## src/logic/iie_pkg.sv

```systemverilog
// Package: constants and types shared by the instruction execution block
package iie_pkg;

  // Register map (byte addresses on the plain register port)
  localparam logic [7:0] OFS_CTRL      = 8'h00; // W: command, R: status
  localparam logic [7:0] OFS_INSTR     = 8'h04;
  localparam logic [7:0] OFS_OPERAND   = 8'h08;
  localparam logic [7:0] OFS_FLAGS     = 8'h0C;
  localparam logic [7:0] OFS_CTX_BASE  = 8'h10;
  localparam logic [7:0] OFS_PC        = 8'h14;
  localparam logic [7:0] OFS_WAITS     = 8'h18;
  localparam logic [7:0] OFS_EXTRA     = 8'h1C;
  localparam logic [7:0] OFS_LAST_CYC  = 8'h20;
  localparam logic [7:0] OFS_SLOT_BASE = 8'h40; // 16 context slots, one word each
  localparam logic [7:0] OFS_SLOT_MASK = 8'hC0;

  // Command and status bit positions
  localparam int unsigned CTRL_GO_BIT      = 0;
  localparam int unsigned CTRL_CLR_ERR_BIT = 1;
  localparam int unsigned STAT_BUSY_BIT    = 0;
  localparam int unsigned STAT_HALT_BIT    = 1;
  localparam int unsigned STAT_ERR_BIT     = 2;

  // Field layout of the extra-cost register
  localparam int unsigned EXTRA_CYC_LSB = 0;
  localparam int unsigned EXTRA_ACC_LSB = 8;

  // Interrupt level occupies flag bits 12..15 (MSB-first), i.e. bits 3..0 here
  localparam int unsigned IRQ_LVL_MSB = 3;

  // Reset values
  localparam logic [15:0] FLAGS_RST = 16'h0000;
  localparam logic [15:0] CTX_RST   = 16'h0000;
  localparam logic [15:0] PC_RST    = 16'h0000;
  localparam logic [3:0]  WAITS_RST = 4'h0;

  // Opcodes, bits 0..10 of the instruction word (bit 0 is the MSB)
  localparam logic [10:0] OPC_LOAD_CTX    = 11'h017;
  localparam logic [10:0] OPC_LOAD_IRQ    = 11'h018;
  localparam logic [10:0] OPC_STORE_FLAGS = 11'h016;
  localparam logic [10:0] OPC_STORE_CTX   = 11'h015;
  localparam logic [10:0] OPC_RETURN      = 11'h01C;
  localparam logic [10:0] OPC_IDLE        = 11'h01A;
  localparam logic [10:0] OPC_CLEAR_IRQ   = 11'h01B;
  localparam logic [10:0] OPC_USER_A      = 11'h01E;
  localparam logic [10:0] OPC_USER_B      = 11'h01D;
  localparam logic [10:0] OPC_USER_C      = 11'h01F;

  // Address line patterns {A13, A0, A1}
  localparam logic [2:0] LINES_IDLE   = 3'h2;
  localparam logic [2:0] LINES_CLEAR  = 3'h3;
  localparam logic [2:0] LINES_USER_A = 3'h6;
  localparam logic [2:0] LINES_USER_B = 3'h5;
  localparam logic [2:0] LINES_USER_C = 3'h7;
  localparam logic [2:0] LINES_RST    = 3'h0;

  // Base clock cycles and memory accesses, workspace-register operands
  localparam logic [7:0] CYC_LOAD_CTX = 8'h0E;
  localparam logic [7:0] ACC_LOAD_CTX = 8'h04;
  localparam logic [7:0] CYC_LOAD_IRQ = 8'h16;
  localparam logic [7:0] ACC_LOAD_IRQ = 8'h06;
  localparam logic [7:0] CYC_STORE    = 8'h08;
  localparam logic [7:0] ACC_STORE    = 8'h02;
  localparam logic [7:0] CYC_RETURN   = 8'h16;
  localparam logic [7:0] ACC_RETURN   = 8'h08;
  localparam logic [7:0] CYC_EXT      = 8'h0E;
  localparam logic [7:0] ACC_EXT      = 8'h02;

  typedef enum logic [3:0] {
    OP_NONE, OP_LOAD_CTX, OP_LOAD_IRQ, OP_STORE_FLAGS, OP_STORE_CTX, OP_RETURN,
    OP_IDLE, OP_CLEAR_IRQ, OP_USER_A, OP_USER_B, OP_USER_C
  } iie_op_e;

  typedef enum logic [1:0] {
    SEQ_READY = 2'b00,
    SEQ_RUN   = 2'b01,
    SEQ_HALT  = 2'b11
  } iie_state_e;

endpackage : iie_pkg

```

## src/logic/iie_cost.sv

```systemverilog
// Execution time model: counts clock cycles plus wait states per access
module iie_cost
  import iie_pkg::*;
(
  input  wire logic        ref_clk_i,
  input  wire logic        nrst_i,
  input  wire logic        start_i,
  input  wire logic [7:0]  base_cyc_i,
  input  wire logic [7:0]  base_acc_i,
  input  wire logic [7:0]  extra_cyc_i,
  input  wire logic [7:0]  extra_acc_i,
  input  wire logic [3:0]  waits_i,
  output logic      [15:0] total_o,
  output logic             done_o
);

  logic [15:0] cnt_q;
  logic        run_q;
  logic [15:0] elapsed_q;
  logic [15:0] total_q;

  // Cycles plus wait states times accesses; widths hold the worst case
  function automatic logic [15:0] exec_total(input logic [8:0] cyc,
                                             input logic [8:0] acc,
                                             input logic [3:0] w);
    logic [15:0] prod;
    prod = 16'(w) * 16'(acc);
    return 16'(cyc) + prod;
  endfunction : exec_total

  assign total_o = exec_total(9'(base_cyc_i) + 9'(extra_cyc_i),
                              9'(base_acc_i) + 9'(extra_acc_i), waits_i);

  always_ff @(posedge ref_clk_i or negedge nrst_i) begin
    if (!nrst_i) begin
      cnt_q <= 16'h0000;
      run_q <= 1'b0;
    end else if (start_i) begin
      cnt_q <= total_o;
      run_q <= 1'b1;
    end else if (run_q) begin
      cnt_q <= cnt_q - 16'h0001;
      run_q <= (cnt_q != 16'h0001);
    end
  end

  // Last counted cycle of the instruction
  assign done_o = run_q && (cnt_q == 16'h0001);

  // Helper for checking the length of each execution
  always_ff @(posedge ref_clk_i or negedge nrst_i) begin
    if (!nrst_i) begin
      elapsed_q <= 16'h0000;
      total_q   <= 16'h0000;
    end else if (start_i) begin
      elapsed_q <= 16'h0001;
      total_q   <= total_o;
    end else if (run_q) begin
      elapsed_q <= elapsed_q + 16'h0001;
    end
  end
endmodule : iie_cost

```

## src/logic/iie_exec.sv

```systemverilog
// Top: internal register and external instruction decode and execution
module iie_exec
  import iie_pkg::*;
(
  input  wire logic        ref_clk_i,
  input  wire logic        nrst_i,
  input  wire logic [7:0]  reg_addr_i,
  input  wire logic [31:0] reg_wdata_i,
  input  wire logic        reg_wr_i,
  input  wire logic        reg_rd_i,
  output logic      [31:0] reg_rdata_o,
  input  wire logic        irq_req_i,
  input  wire logic        load_req_i,
  output logic             a13_o,
  output logic             a0_o,
  output logic             a1_o,
  output logic             bit_io_strobe_o,
  output logic             busy_o,
  output logic             halted_o
);

  ////////////////////////////////////////////////////////////////////////////
  // Decode helpers

  function automatic iie_op_e decode_op(input logic [15:0] word);
    logic [10:0] opc;
    opc = word[15:5];
    unique case (opc)
      OPC_LOAD_CTX:    return OP_LOAD_CTX;
      OPC_LOAD_IRQ:    return OP_LOAD_IRQ;
      OPC_STORE_FLAGS: return OP_STORE_FLAGS;
      OPC_STORE_CTX:   return OP_STORE_CTX;
      OPC_RETURN:      return OP_RETURN;
      OPC_IDLE:        return OP_IDLE;
      OPC_CLEAR_IRQ:   return OP_CLEAR_IRQ;
      OPC_USER_A:      return OP_USER_A;
      OPC_USER_B:      return OP_USER_B;
      OPC_USER_C:      return OP_USER_C;
      default:         return OP_NONE;
    endcase
  endfunction : decode_op

  // Line pattern of an external op; internal ops keep the lines as they were
  function automatic logic [2:0] ext_lines(input iie_op_e op, input logic [2:0] keep);
    unique case (op)
      OP_IDLE:      return LINES_IDLE;
      OP_CLEAR_IRQ: return LINES_CLEAR;
      OP_USER_A:    return LINES_USER_A;
      OP_USER_B:    return LINES_USER_B;
      OP_USER_C:    return LINES_USER_C;
      default:      return keep;
    endcase
  endfunction : ext_lines

  function automatic logic is_ext(input iie_op_e op);
    return (op == OP_IDLE) || (op == OP_CLEAR_IRQ) || (op == OP_USER_A)
        || (op == OP_USER_B) || (op == OP_USER_C);
  endfunction : is_ext

  ////////////////////////////////////////////////////////////////////////////
  // State

  iie_state_e  state_q;
  iie_op_e     op_q;
  logic [15:0] instr_q;
  logic [15:0] operand_q;
  logic [15:0] flags_word_q;
  logic [15:0] ctx_base_q;
  logic [15:0] pc_q;
  logic [3:0]  waits_q;
  logic [7:0]  extra_cyc_q;
  logic [7:0]  extra_acc_q;
  logic [15:0] last_cyc_q;
  logic        err_q;
  logic [15:0] slot_q [16];
  logic [2:0]  lines_q;
  logic [3:0]  slot_sel_q;

  logic        wr_ctrl;
  logic        go;
  logic        done;
  logic [15:0] total;
  logic [7:0]  base_cyc;
  logic [7:0]  base_acc;
  iie_op_e     new_op;

  assign wr_ctrl = reg_wr_i && (reg_addr_i == OFS_CTRL);
  assign new_op  = decode_op(instr_q);
  // A command only starts from ready; unknown codes raise the error flag instead
  assign go      = wr_ctrl && reg_wdata_i[CTRL_GO_BIT] && (state_q == SEQ_READY)
                   && (new_op != OP_NONE);

  always_comb begin
    unique case (new_op)
      OP_LOAD_CTX:                 begin base_cyc = CYC_LOAD_CTX; base_acc = ACC_LOAD_CTX; end
      OP_LOAD_IRQ:                 begin base_cyc = CYC_LOAD_IRQ; base_acc = ACC_LOAD_IRQ; end
      OP_STORE_FLAGS, OP_STORE_CTX: begin base_cyc = CYC_STORE;   base_acc = ACC_STORE;    end
      OP_RETURN:                   begin base_cyc = CYC_RETURN;   base_acc = ACC_RETURN;   end
      default:                     begin base_cyc = CYC_EXT;      base_acc = ACC_EXT;      end
    endcase
  end

  iie_cost u_cost (
    .ref_clk_i   (ref_clk_i),
    .nrst_i      (nrst_i),
    .start_i     (go),
    .base_cyc_i  (base_cyc),
    .base_acc_i  (base_acc),
    .extra_cyc_i (extra_cyc_q),
    .extra_acc_i (extra_acc_q),
    .waits_i     (waits_q),
    .total_o     (total),
    .done_o      (done)
  );

  ////////////////////////////////////////////////////////////////////////////
  // Sequencer

  always_ff @(posedge ref_clk_i or negedge nrst_i) begin
    if (!nrst_i) begin
      state_q  <= SEQ_READY;
      busy_o   <= 1'b0;
      halted_o <= 1'b0;
    end else begin
      unique case (state_q)
        SEQ_READY: if (go) begin
          state_q <= SEQ_RUN;
          busy_o  <= 1'b1;
        end
        SEQ_RUN: if (done) begin
          state_q  <= (op_q == OP_IDLE) ? SEQ_HALT : SEQ_READY;
          halted_o <= (op_q == OP_IDLE);
          busy_o   <= 1'b0;
        end
        SEQ_HALT: if (irq_req_i || load_req_i) begin
          state_q  <= SEQ_READY;
          halted_o <= 1'b0;
        end
        default: begin
          state_q  <= SEQ_READY;
          busy_o   <= 1'b0;
          halted_o <= 1'b0;
        end
      endcase
    end
  end

  // Op, register field and cost are latched at start so later writes cannot disturb them
  always_ff @(posedge ref_clk_i or negedge nrst_i) begin
    if (!nrst_i) begin
      op_q       <= OP_NONE;
      slot_sel_q <= 4'h0;
      last_cyc_q <= 16'h0000;
    end else if (go) begin
      op_q       <= new_op;
      slot_sel_q <= instr_q[3:0];
      last_cyc_q <= total;
    end
  end

  always_ff @(posedge ref_clk_i or negedge nrst_i) begin
    if (!nrst_i) begin
      lines_q         <= LINES_RST;
      bit_io_strobe_o <= 1'b0;
    end else begin
      if (go) begin
        lines_q <= ext_lines(new_op, lines_q);
      end
      bit_io_strobe_o <= done && is_ext(op_q);
    end
  end

  assign a13_o = lines_q[2];
  assign a0_o  = lines_q[1];
  assign a1_o  = lines_q[0];

  ////////////////////////////////////////////////////////////////////////////
  // Registers written by software and by instruction results

  // Command inputs are frozen while an instruction runs
  always_ff @(posedge ref_clk_i or negedge nrst_i) begin
    if (!nrst_i) begin
      instr_q     <= 16'h0000;
      operand_q   <= 16'h0000;
      waits_q     <= WAITS_RST;
      extra_cyc_q <= 8'h00;
      extra_acc_q <= 8'h00;
    end else if (reg_wr_i && (state_q != SEQ_RUN)) begin
      if (reg_addr_i == OFS_INSTR)   instr_q   <= reg_wdata_i[15:0];
      if (reg_addr_i == OFS_OPERAND) operand_q <= reg_wdata_i[15:0];
      if (reg_addr_i == OFS_WAITS)   waits_q   <= reg_wdata_i[3:0];
      if (reg_addr_i == OFS_EXTRA) begin
        extra_cyc_q <= reg_wdata_i[EXTRA_CYC_LSB +: 8];
        extra_acc_q <= reg_wdata_i[EXTRA_ACC_LSB +: 8];
      end
    end
  end

  // Error flag: setting wins over a clear in the same write
  always_ff @(posedge ref_clk_i or negedge nrst_i) begin
    if (!nrst_i) begin
      err_q <= 1'b0;
    end else if (wr_ctrl && reg_wdata_i[CTRL_GO_BIT] && (state_q == SEQ_READY)
                 && (new_op == OP_NONE)) begin
      err_q <= 1'b1;
    end else if (wr_ctrl && reg_wdata_i[CTRL_CLR_ERR_BIT]) begin
      err_q <= 1'b0;
    end
  end

  // Architectural state: instruction results win over software writes
  always_ff @(posedge ref_clk_i or negedge nrst_i) begin
    if (!nrst_i) begin
      flags_word_q <= FLAGS_RST;
      ctx_base_q   <= CTX_RST;
      pc_q         <= PC_RST;
    end else if (done) begin
      unique case (op_q)
        OP_LOAD_CTX:  ctx_base_q <= operand_q;
        OP_LOAD_IRQ:  flags_word_q[IRQ_LVL_MSB:0] <= operand_q[IRQ_LVL_MSB:0];
        OP_RETURN: begin
          flags_word_q <= slot_q[15];
          pc_q         <= slot_q[14];
          ctx_base_q   <= slot_q[13];
        end
        OP_CLEAR_IRQ: flags_word_q[IRQ_LVL_MSB:0] <= 4'h0;
        // user ops act only on the lines
        default: ;
      endcase
    end else if (reg_wr_i && (state_q != SEQ_RUN)) begin
      if (reg_addr_i == OFS_FLAGS)    flags_word_q <= reg_wdata_i[15:0];
      if (reg_addr_i == OFS_CTX_BASE) ctx_base_q   <= reg_wdata_i[15:0];
      if (reg_addr_i == OFS_PC)       pc_q         <= reg_wdata_i[15:0];
    end
  end

  always_ff @(posedge ref_clk_i) begin
    if (done && (op_q == OP_STORE_FLAGS)) begin
      slot_q[slot_sel_q] <= flags_word_q;
    end else if (done && (op_q == OP_STORE_CTX)) begin
      slot_q[slot_sel_q] <= ctx_base_q;
    end else if (reg_wr_i && (state_q != SEQ_RUN)
                 && ((reg_addr_i & OFS_SLOT_MASK) == OFS_SLOT_BASE)) begin
      slot_q[reg_addr_i[5:2]] <= reg_wdata_i[15:0];
    end
  end

  ////////////////////////////////////////////////////////////////////////////
  // Read port: data stand for one cycle after the strobe, zero otherwise

  always_ff @(posedge ref_clk_i or negedge nrst_i) begin
    if (!nrst_i) begin
      reg_rdata_o <= 32'h0000_0000;
    end else if (!reg_rd_i) begin
      reg_rdata_o <= 32'h0000_0000;
    end else if ((reg_addr_i & OFS_SLOT_MASK) == OFS_SLOT_BASE) begin
      reg_rdata_o <= {16'h0000, slot_q[reg_addr_i[5:2]]};
    end else begin
      unique case (reg_addr_i)
        OFS_CTRL:     reg_rdata_o <= {29'h0, err_q, halted_o, busy_o};
        OFS_INSTR:    reg_rdata_o <= {16'h0000, instr_q};
        OFS_OPERAND:  reg_rdata_o <= {16'h0000, operand_q};
        OFS_FLAGS:    reg_rdata_o <= {16'h0000, flags_word_q};
        OFS_CTX_BASE: reg_rdata_o <= {16'h0000, ctx_base_q};
        OFS_PC:       reg_rdata_o <= {16'h0000, pc_q};
        OFS_WAITS:    reg_rdata_o <= {28'h0000000, waits_q};
        OFS_EXTRA:    reg_rdata_o <= {16'h0000, extra_acc_q, extra_cyc_q};
        OFS_LAST_CYC: reg_rdata_o <= {16'h0000, last_cyc_q};
        default:      reg_rdata_o <= 32'h0000_0000;
      endcase
    end
  end
endmodule : iie_exec

```

## config.mk

```make
export PLATFORM = sky130hd
export DESIGN_NAME = iie_exec
export DESIGN_NICKNAME = d
export VERILOG_FILES = /design/src/logic/iie_pkg.sv /design/src/logic/iie_cost.sv /design/src/logic/iie_exec.sv
export SDC_FILE = /design/constraint.sdc
export NUM_CORES = 1
export LEC_CHECK = 0
export BUFFER_PORTS_ARGS = -buffer_cell sky130_fd_sc_hd__buf_4
export CORE_MARGIN = 4
export CORE_UTILIZATION = 28
export CTS_CLUSTER_SIZE = 30
export DETAILED_ROUTE_END_ITERATION = 7
export PLACE_DENSITY_LB_ADDON = 0.1
export SKIP_CTS_REPAIR_TIMING = 1
export SYNTH_ARGS = -nofsm -noshare
export SYNTH_HDL_FRONTEND = slang
export SYNTH_SLANG_ARGS = --single-unit
```

## constraint.sdc

```tcl
create_clock -name ref_clk_i -period 12.3 [get_ports ref_clk_i]
set_clock_uncertainty 0.2 [all_clocks]
set_input_delay 2.46 -clock ref_clk_i [delete_from_list [all_inputs] [get_ports ref_clk_i]]
set_output_delay 2.46 -clock ref_clk_i [all_outputs]
set_load 0.005 [all_outputs]
```

==> qor.csv, run 1 <==
stage;metric;value;unit
status;outcome;finished, final reports clean;
global_routing;Global Route Usage Sum;17.1;%
finish;ant diodes;0;
worst_setup_path;CP Buf/Inv Count;3;
detailed_routing;DRC;0;
yosys;average size of a mapped cell;13.5;um^2
yosys;sequential-to-total area share from yosys stat;56.7;%
worst_setup_path;crit path DAT;7.07;ns
power;Peak VDD IR;0.102;mV
detailed_routing;Post-Route WL;67000;um
die;die area;78700;um^2
die;num rows;99;
yosys;mapped cell area;20800;um^2
worst_setup_path;critical path capture point type;flop;
timing;final setup TNS;0;ns
worst_setup_path;crit path cell chain;nor4_1 -> and2_1 -> nand3_1 -> inv_1 -> and2_1 -> ha_1 -> nor2b_1 -> o21ai_0 -> xor2_1 -> nor2b_1 -> fa_1 -> inv_1 -> fa_1 -> fa_1 -> inv_1 -> ha_1 -> a21o_1 -> a21oi_1 -> a211oi_1 -> o31ai_1 -> o21ai_0;
worst_setup_path;reg-to-reg setup timing slack;5.49;ns
finish;Final Non-Filler Cells;2593;
worst_setup_path;crit path launch type;flop;
detailed_routing;post-route ant nets;0;
timing;worst-margin pin slew;1.18;ns
timing;Slew Viols, Final;0;
cts;CTS Buffer Depth;3;
hold_path;Hold Path Stages;2;
power;Pwr Total;3.31;mW
finish;nets;1699;
worst_setup_path;Required @ worst endpoint;12.55;ns
placed_design;gpl congestion;0.795;
yosys;Most used DFF post-synth;edfxtp_1;
yosys;Yosys Warn Count;0;
yosys;ys async rst share;39.0;%
flow_run;max-cap viol count;0;
cts;CTS buffer count;51;
yosys;Yosys top cell by area;edfxtp_1;
die;Horiz. Die Dim;281;um
timing;f_max;147;MHz
power;Leak Pwr;9.15;nW
worst_setup_path;r2r worst-path depth;21;
timing;RSZ-0062 raised after global routing;false;
power;power per cell area;138;nW/um^2
yosys;Synth top area share;37.0;%
detailed_routing;DR iter-0 viols;785;
die;Die Span Y;281;um
placed_design;number of cells after detailed placement;2501;
global_routing;initial antenna violation count;0;
finish;commonest non-fill, non-tap cell in the layout;edfxtp_1;
hold_path;hold_sp;instr_q[4];
timing;final setup vio count;0;
cts;Root Buffer;clkbuf_16;
finish;commonest cells after routing, fill and taps aside;edfxtp_1 (256), dfrtp_1 (164), nand2_1 (119);
placed_design;post-DP HPWL;45200;um
hold_path;worst min-delay path category;reg -> reg;
detailed_routing;WL/cell;25.8;um
die;Ports;84;
timing;max_slew headroom;19.2;%
finish;area grow syn2layout;15.0;%
timing;Min Hold Slack;0.290;ns
global_routing;first-pass GRT wire length;98700;um
yosys;Distinct cells, synth;76;
detailed_routing;overall via count from detail_route;13188;
cts;H-tree levels;2;
yosys;top cells by area, synth;edfxtp_1 (37%), dfrtp_1 (20%), mux4_2 (6.5%);
global_routing;grt total ovfl;0;
timing;Min Clock Period, post-route;6.81;ns
worst_setup_path;largest stage delay on the critical path;0.82;ns
worst_setup_path;crit path kind;reg -> reg;
global_routing;via count of the first global-routing pass;13774;
yosys;Synth Instances;1545;
die;Core Footprint;73300;um^2
die;starting density of the core;28.4;%
timing;Final Cycle Share;55.4;%
yosys;number of synthesized flops with an enable pin;256;
cts;TritonCTS clock tree;yes;
detailed_routing;Initial DRT Pass Iterations;5;
yosys;flop and latch count out of synthesis;420;
worst_setup_path;CP max FO;7;
worst_setup_path;delay-heaviest family, CP;adder cells;
global_routing;largest net degree at the start of global routing;105;
cts;CTS Sinks;420;
finish;layout cells sized above 1;23.1;%
detailed_routing;Avg Vias per Cell;5.09;
worst_setup_path;slowest stage cell on the critical path;nor4_1;
worst_setup_path;Crit Reg-Reg Startpoint;instr_q[12];
placed_design;IO Port Bufs;51;
worst_setup_path;Critical R2R Capture;u_cost.cnt_q[10];
cts;clock-pin slew on the worst setup and hold paths;0.06;ns
cts;Skew-Pair Late Insertion Delay;0.61;ns
timing;final hold vios;0;
hold_path;Hold Path Sink;instr_q[4];
==> stage by stage <==
stage	util [%]	worst slack, ns	instance area (um^2)
after global placement	30.4	5.58	22300
after global routing	32.6	5.13	23900
after floorplan	-	6.74	20900
after CTS	32.6	5.50	23900
final	32.6	5.49	23900
after detailed placement	30.4	5.53	22300
==> cell type report <==
type                            instances  area [um^2]
Fill cell                            7308        49400
Sequential cell                       420        11800
Multi-Input combinational cell        954         8330
Clock buffer                           69         1380
Tap cell                              959         1200
Timing Repair Buffer                   86          652
Inverter                               82          308
Clock inverter                         23          246
==> registers in the layout (all words and copies together) (netlist names), 2 cells and up <==
signal	flops
ctx_base_q	16
extra_acc_q	8
extra_cyc_q	8
flags_word_q	16
instr_q	16
last_cyc_q	14
lines_q	3
op_q	4
operand_q	16
pc_q	16
reg_rdata_o	16
slot_q	256
slot_sel_q	4
state_q	2
u_cost.cnt_q	16
waits_q	4
==> synth_stat cells (13+ instances only) <==
master	instances
nand3_1	26
nor2b_1	26
nor3b_1	15
dfrtp_1	164
edfxtp_1	256
fa_1	27
and3_1	14
a31oi_1	13
mux2_2	108
o21ai_0	38
buf_2	22
clkbuf_1	47
mux2i_1	59
nand2_1	119
ha_1	31
nor2_1	32
xor2_1	14
buf_4	25
inv_1	81
nor3_1	22
a221oi_1	14
a21oi_1	75
and2_1	20
mux4_2	60
a22oi_1	37
==> kinds of logic after synthesis <==
group,count (synthesis),share of synthesized area [%]
flip-flops,420,56.7
adder cells (fa/ha/maj),58,4.46
other,1,0.0180
XOR/XNOR,26,1.10
multiplexers,237,15.9
buffers and inverters,186,4.10
AND/OR/NAND/NOR,331,8.25
AO/OA/AOI/OAI,286,9.46
==> worst max-delay path by stage <==
stage	from	endpoint	slack, ns	depth (start not counted)
floorplan	instr_q[12]	last_cyc_q[12]	6.74	22
global placement	instr_q[12]	u_cost.cnt_q[10]	5.58	21
detailed placement	instr_q[12]	u_cost.cnt_q[10]	5.53	21
CTS	instr_q[12]	u_cost.cnt_q[10]	5.50	21
global route	instr_q[12]	u_cost.cnt_q[10]	5.13	21
finish	instr_q[12]	u_cost.cnt_q[10]	5.49	21
==> worst register-to-register path: stages, from the launching register on <==
cell,delay [ns]
dfrtp_1,0.40
nor4_1,0.82
and2_1,0.40
nand3_1,0.19
inv_1,0.18
and2_1,0.15
ha_1,0.26
nor2b_1,0.16
o21ai_0,0.19
xor2_1,0.34
nor2b_1,0.12
fa_1,0.54
inv_1,0.05
fa_1,0.45
fa_1,0.50
inv_1,0.05
ha_1,0.35
a21o_1,0.22
a21oi_1,0.30
a211oi_1,0.12
o31ai_1,0.51
o21ai_0,0.17
==> per-layer routing <==
metal	routed length (um)	GRT usage, %	share of wire (%)	up-vias
met1	29700	22.8	44	6885
met3	2810	2.70	4.2	112
met5	0	0	0	-
met4	2250	5.48	3.3	0
met2	32200	28.5	48	300
li1	-	-	-	5891
==> power breakdown <==
| part | internal (mW) | total (mW) | leakage (nW) | switching [mW] |
|---|---|---|---|---|
| registers | 1.54 | 1.58 | 4.31 | 0.0369 |
| clock network | 0.871 | 1.48 | 0.791 | 0.614 |
| logic | 0.0974 | 0.247 | 4.04 | 0.150 |
| total | 2.51 | 3.31 | 9.15 | 0.801 |
(Power assumes the default switching activity.)
==> inputs of run 2 (changes only) <==
- clock period: 12.3 -> 6.3 ns (I/O delays scaled with it)
==> run 2 against run 1 <==
Compared with the run above: utilization up 0.28 points; worst hold slack gained 0.0019 ns; routed wire length about the same; combinational power up 100%; sequential power increased by 95%; non-clock buffer count is 12 higher; largest cell class unchanged; largest power group unchanged.
==> qor.csv, run 2 (synthesized netlist as in run 1, its figures left out) <==
stage;metric;value;unit;change
status;outcome;finished, final reports clean;;
worst_setup_path;Crit Reg-Reg Startpoint;instr_q[12];;
cts;Root Buffer;clkbuf_16;;
die;Core Footprint;73300;um^2;unchanged
die;num rows;99;;unchanged
timing;RSZ-0062 raised after global routing;false;;
finish;commonest non-fill, non-tap cell in the layout;edfxtp_1;;
power;Clk pwr share;45.3;%;+0.4 points
placed_design;dpl ws;0.200;ns;-5.33 ns
cts;clock-pin slew on the worst setup and hold paths;0.06;ns;about the same
timing;final hold vios;0;;unchanged
timing;worst-margin pin slew;1.20;ns;+0.0185 ns
power;Cell Int Power;4.92;mW;+96%
global_routing;largest net degree at the start of global routing;67;;-36%
detailed_routing;WL/cell;25.7;um;-0.59%
finish;commonest cells after routing, fill and taps aside;edfxtp_1 (256), dfrtp_1 (164), nand2_1 (119);;
die;die area;78700;um^2;unchanged
power;Combinational Power Share;7.6;%;about the same
placed_design;IO Port Bufs;51;;unchanged
global_routing;first-pass GRT wire length;98300;um;-0.41%
cts;H-tree levels;2;;unchanged
timing;Slew Viols, Final;0;;unchanged
cts;TritonCTS clock tree;yes;;
power;switching power;1.60;mW;+100%
cts;CTS buffer count;52;;+2.0%
finish;Biggest register;slot_q;;
die;Horiz. Die Dim;281;um;unchanged
placed_design;post-DP HPWL;45700;um;+1.1%
detailed_routing;Initial DRT Pass Iterations;5;;unchanged
detailed_routing;post-route ant nets;0;;unchanged
power;Reg power frac;47.2;%;-0.5 points
timing;final setup TNS;0;ns;unchanged
die;Ports;84;;unchanged
finish;ant diodes;0;;unchanged
hold_path;hold_sp;instr_q[4];;
detailed_routing;overall via count from detail_route;13097;;-0.69%
placed_design;gpl congestion;0.797;;+0.19%
power;Leak Pwr;9.24;nW;+1.1%
finish;post-layout util;32.9;%;+0.28 points
global_routing;Global Route Usage Sum;17.0;%;about the same
worst_setup_path;crit path kind;reg -> reg;;
worst_setup_path;Critical Path Source;instr_q[12];;
cts;CTS Buffer Depth;3;;unchanged
worst_setup_path;slowest stage cell on the critical path;fa_1;;
worst_setup_path;crit path cell chain;nor4_1 -> buf_4 -> and2_1 -> nand3_1 -> inv_1 -> and2_1 -> ha_1 -> nor2b_1 -> o21ai_0 -> xor2_1 -> nor2b_1 -> fa_1 -> inv_1 -> fa_1 -> fa_1 -> inv_1 -> ha_1 -> a21o_1 -> a21oi_1 -> a211oi_1 -> o31ai_2 -> o21ai_0;;
worst_setup_path;Required @ worst endpoint;6.53;ns;-6.02 ns
timing;f_max;168;MHz;+15%
worst_setup_path;crit path DAT;6.18;ns;-0.89 ns
timing;final setup vio count;0;;unchanged
cts;Skew-Pair Late Insertion Delay;0.62;ns;about the same
global_routing;initial antenna violation count;0;;unchanged
timing;setup ws final;0.354;ns;-5.13 ns
worst_setup_path;CP max FO;5;;-2
timing;max_slew headroom;20.2;%;+1.0 points
detailed_routing;DR iter-0 viols;877;;+12%
die;starting density of the core;28.4;%;unchanged
worst_setup_path;critical path capture point type;flop;;
finish;area grow syn2layout;16.0;%;
worst_setup_path;largest stage delay on the critical path;0.53;ns;-0.29 ns
timing;Min Clock Period, post-route;5.95;ns;-0.867 ns
global_routing;grt total ovfl;0;;unchanged
finish;layout cells sized above 1;24.0;%;+0.97 points
power;power per cell area;271;nW/um^2;+96%
power;Peak VDD IR;0.216;mV;+110%
detailed_routing;Avg Vias per Cell;5.02;;-1.3%
timing;Final Cycle Share;94.4;%;+39 points
power;Sw Ratio;24.6;%;+0.37 points
flow_run;max-cap viol count;0;;unchanged
finish;nets;1712;;+0.77%
worst_setup_path;crit path launch type;flop;;
hold_path;worst min-delay path category;reg -> reg;;
die;Die Span Y;281;um;unchanged
finish;max FFs per register;256;;unchanged
cts;CTS Sinks;420;;unchanged
global_routing;via count of the first global-routing pass;13749;;-0.18%
detailed_routing;DRC;0;;unchanged
detailed_routing;Post-Route WL;67100;um;about the same
## run 2: changes by cell type in the layout (fill, tap and decap cells not counted), sizes merged
cell	previous run	this run
inv	82	81
clkbuf	70	79
bufinv	4	2
clkinvlp	1	0
buf	85	97
## run 2: cell type report
class | count | area, um^2
fill | 7273 | 49200
sequential | 420 | 11800
multi-input combinational | 954 | 8360
clock buffer | 78 | 1490
tap | 959 | 1200
timing repair buffer | 98 | 767
inverter | 82 | 308
clock inverter | 19 | 203
## run 2: stage by stage
| step | power (mW) | cells | hold WS [ns] | area [um^2] |
|---|---|---|---|---|
| finish | 6.53 | 2610 | 0.292 | 24100 |
| floorplan | 3.42 | 1560 | 0.246 | 20900 |
| detailed placement | 3.63 | 2513 | 0.280 | 22400 |
| global placement | 3.62 | 2513 | 0.265 | 22400 |
| CTS | 6.62 | 2610 | 0.291 | 24100 |
| global route | 6.79 | 2610 | 0.310 | 24100 |
## run 2: path summary, 6_finish.rpt
| kind | slack [ns] | depth (start not counted) | end |
|---|---|---|---|
| max reg2reg | 0.35 | 22 | u_cost.cnt_q[10] |
| min in group asynchronous | 0.44 | 1 | u_cost.cnt_q[15] |
| max in group asynchronous | 4.21 | 2 | ctx_base_q[9] |
| min | 0.29 | 2 | instr_q[4] |
| min reg2reg | 0.29 | 2 | instr_q[4] |
| max | 0.35 | 22 | u_cost.cnt_q[10] |
## run 2: worst max-delay path: cells and delay by family, from the launching register on
| family | cells | cell delay, ns |
|---|---|---|
| compound gates | 6 | 1.41 |
| simple gates | 6 | 1.03 |
| xor+xnor | 1 | 0.20 |
| flops | 1 | 0.40 |
| fa+ha+maj | 5 | 2.10 |
| buf+inv | 4 | 0.43 |
## run 2: power groups by stage
stage	sequential (mW)	clock, mW	combinational, mW
after global routing	3.09	3.16	0.546
after detailed placement	3.13	0	0.499
after CTS	3.08	3.04	0.501
final	3.08	2.96	0.493
after global placement	3.13	0	0.494
after floorplan	3.10	0	0.315
## run 2: metal layers
metal | GRT usage (%) | up-vias | wire [um]
met1 | 22.3 | 6855 | 29500
met2 | 29.3 | 244 | 33200
li1 | - | 5905 | -
met5 | 0 | - | 0
met3 | 2.86 | 93 | 2660
met4 | 4.65 | 0 | 1680
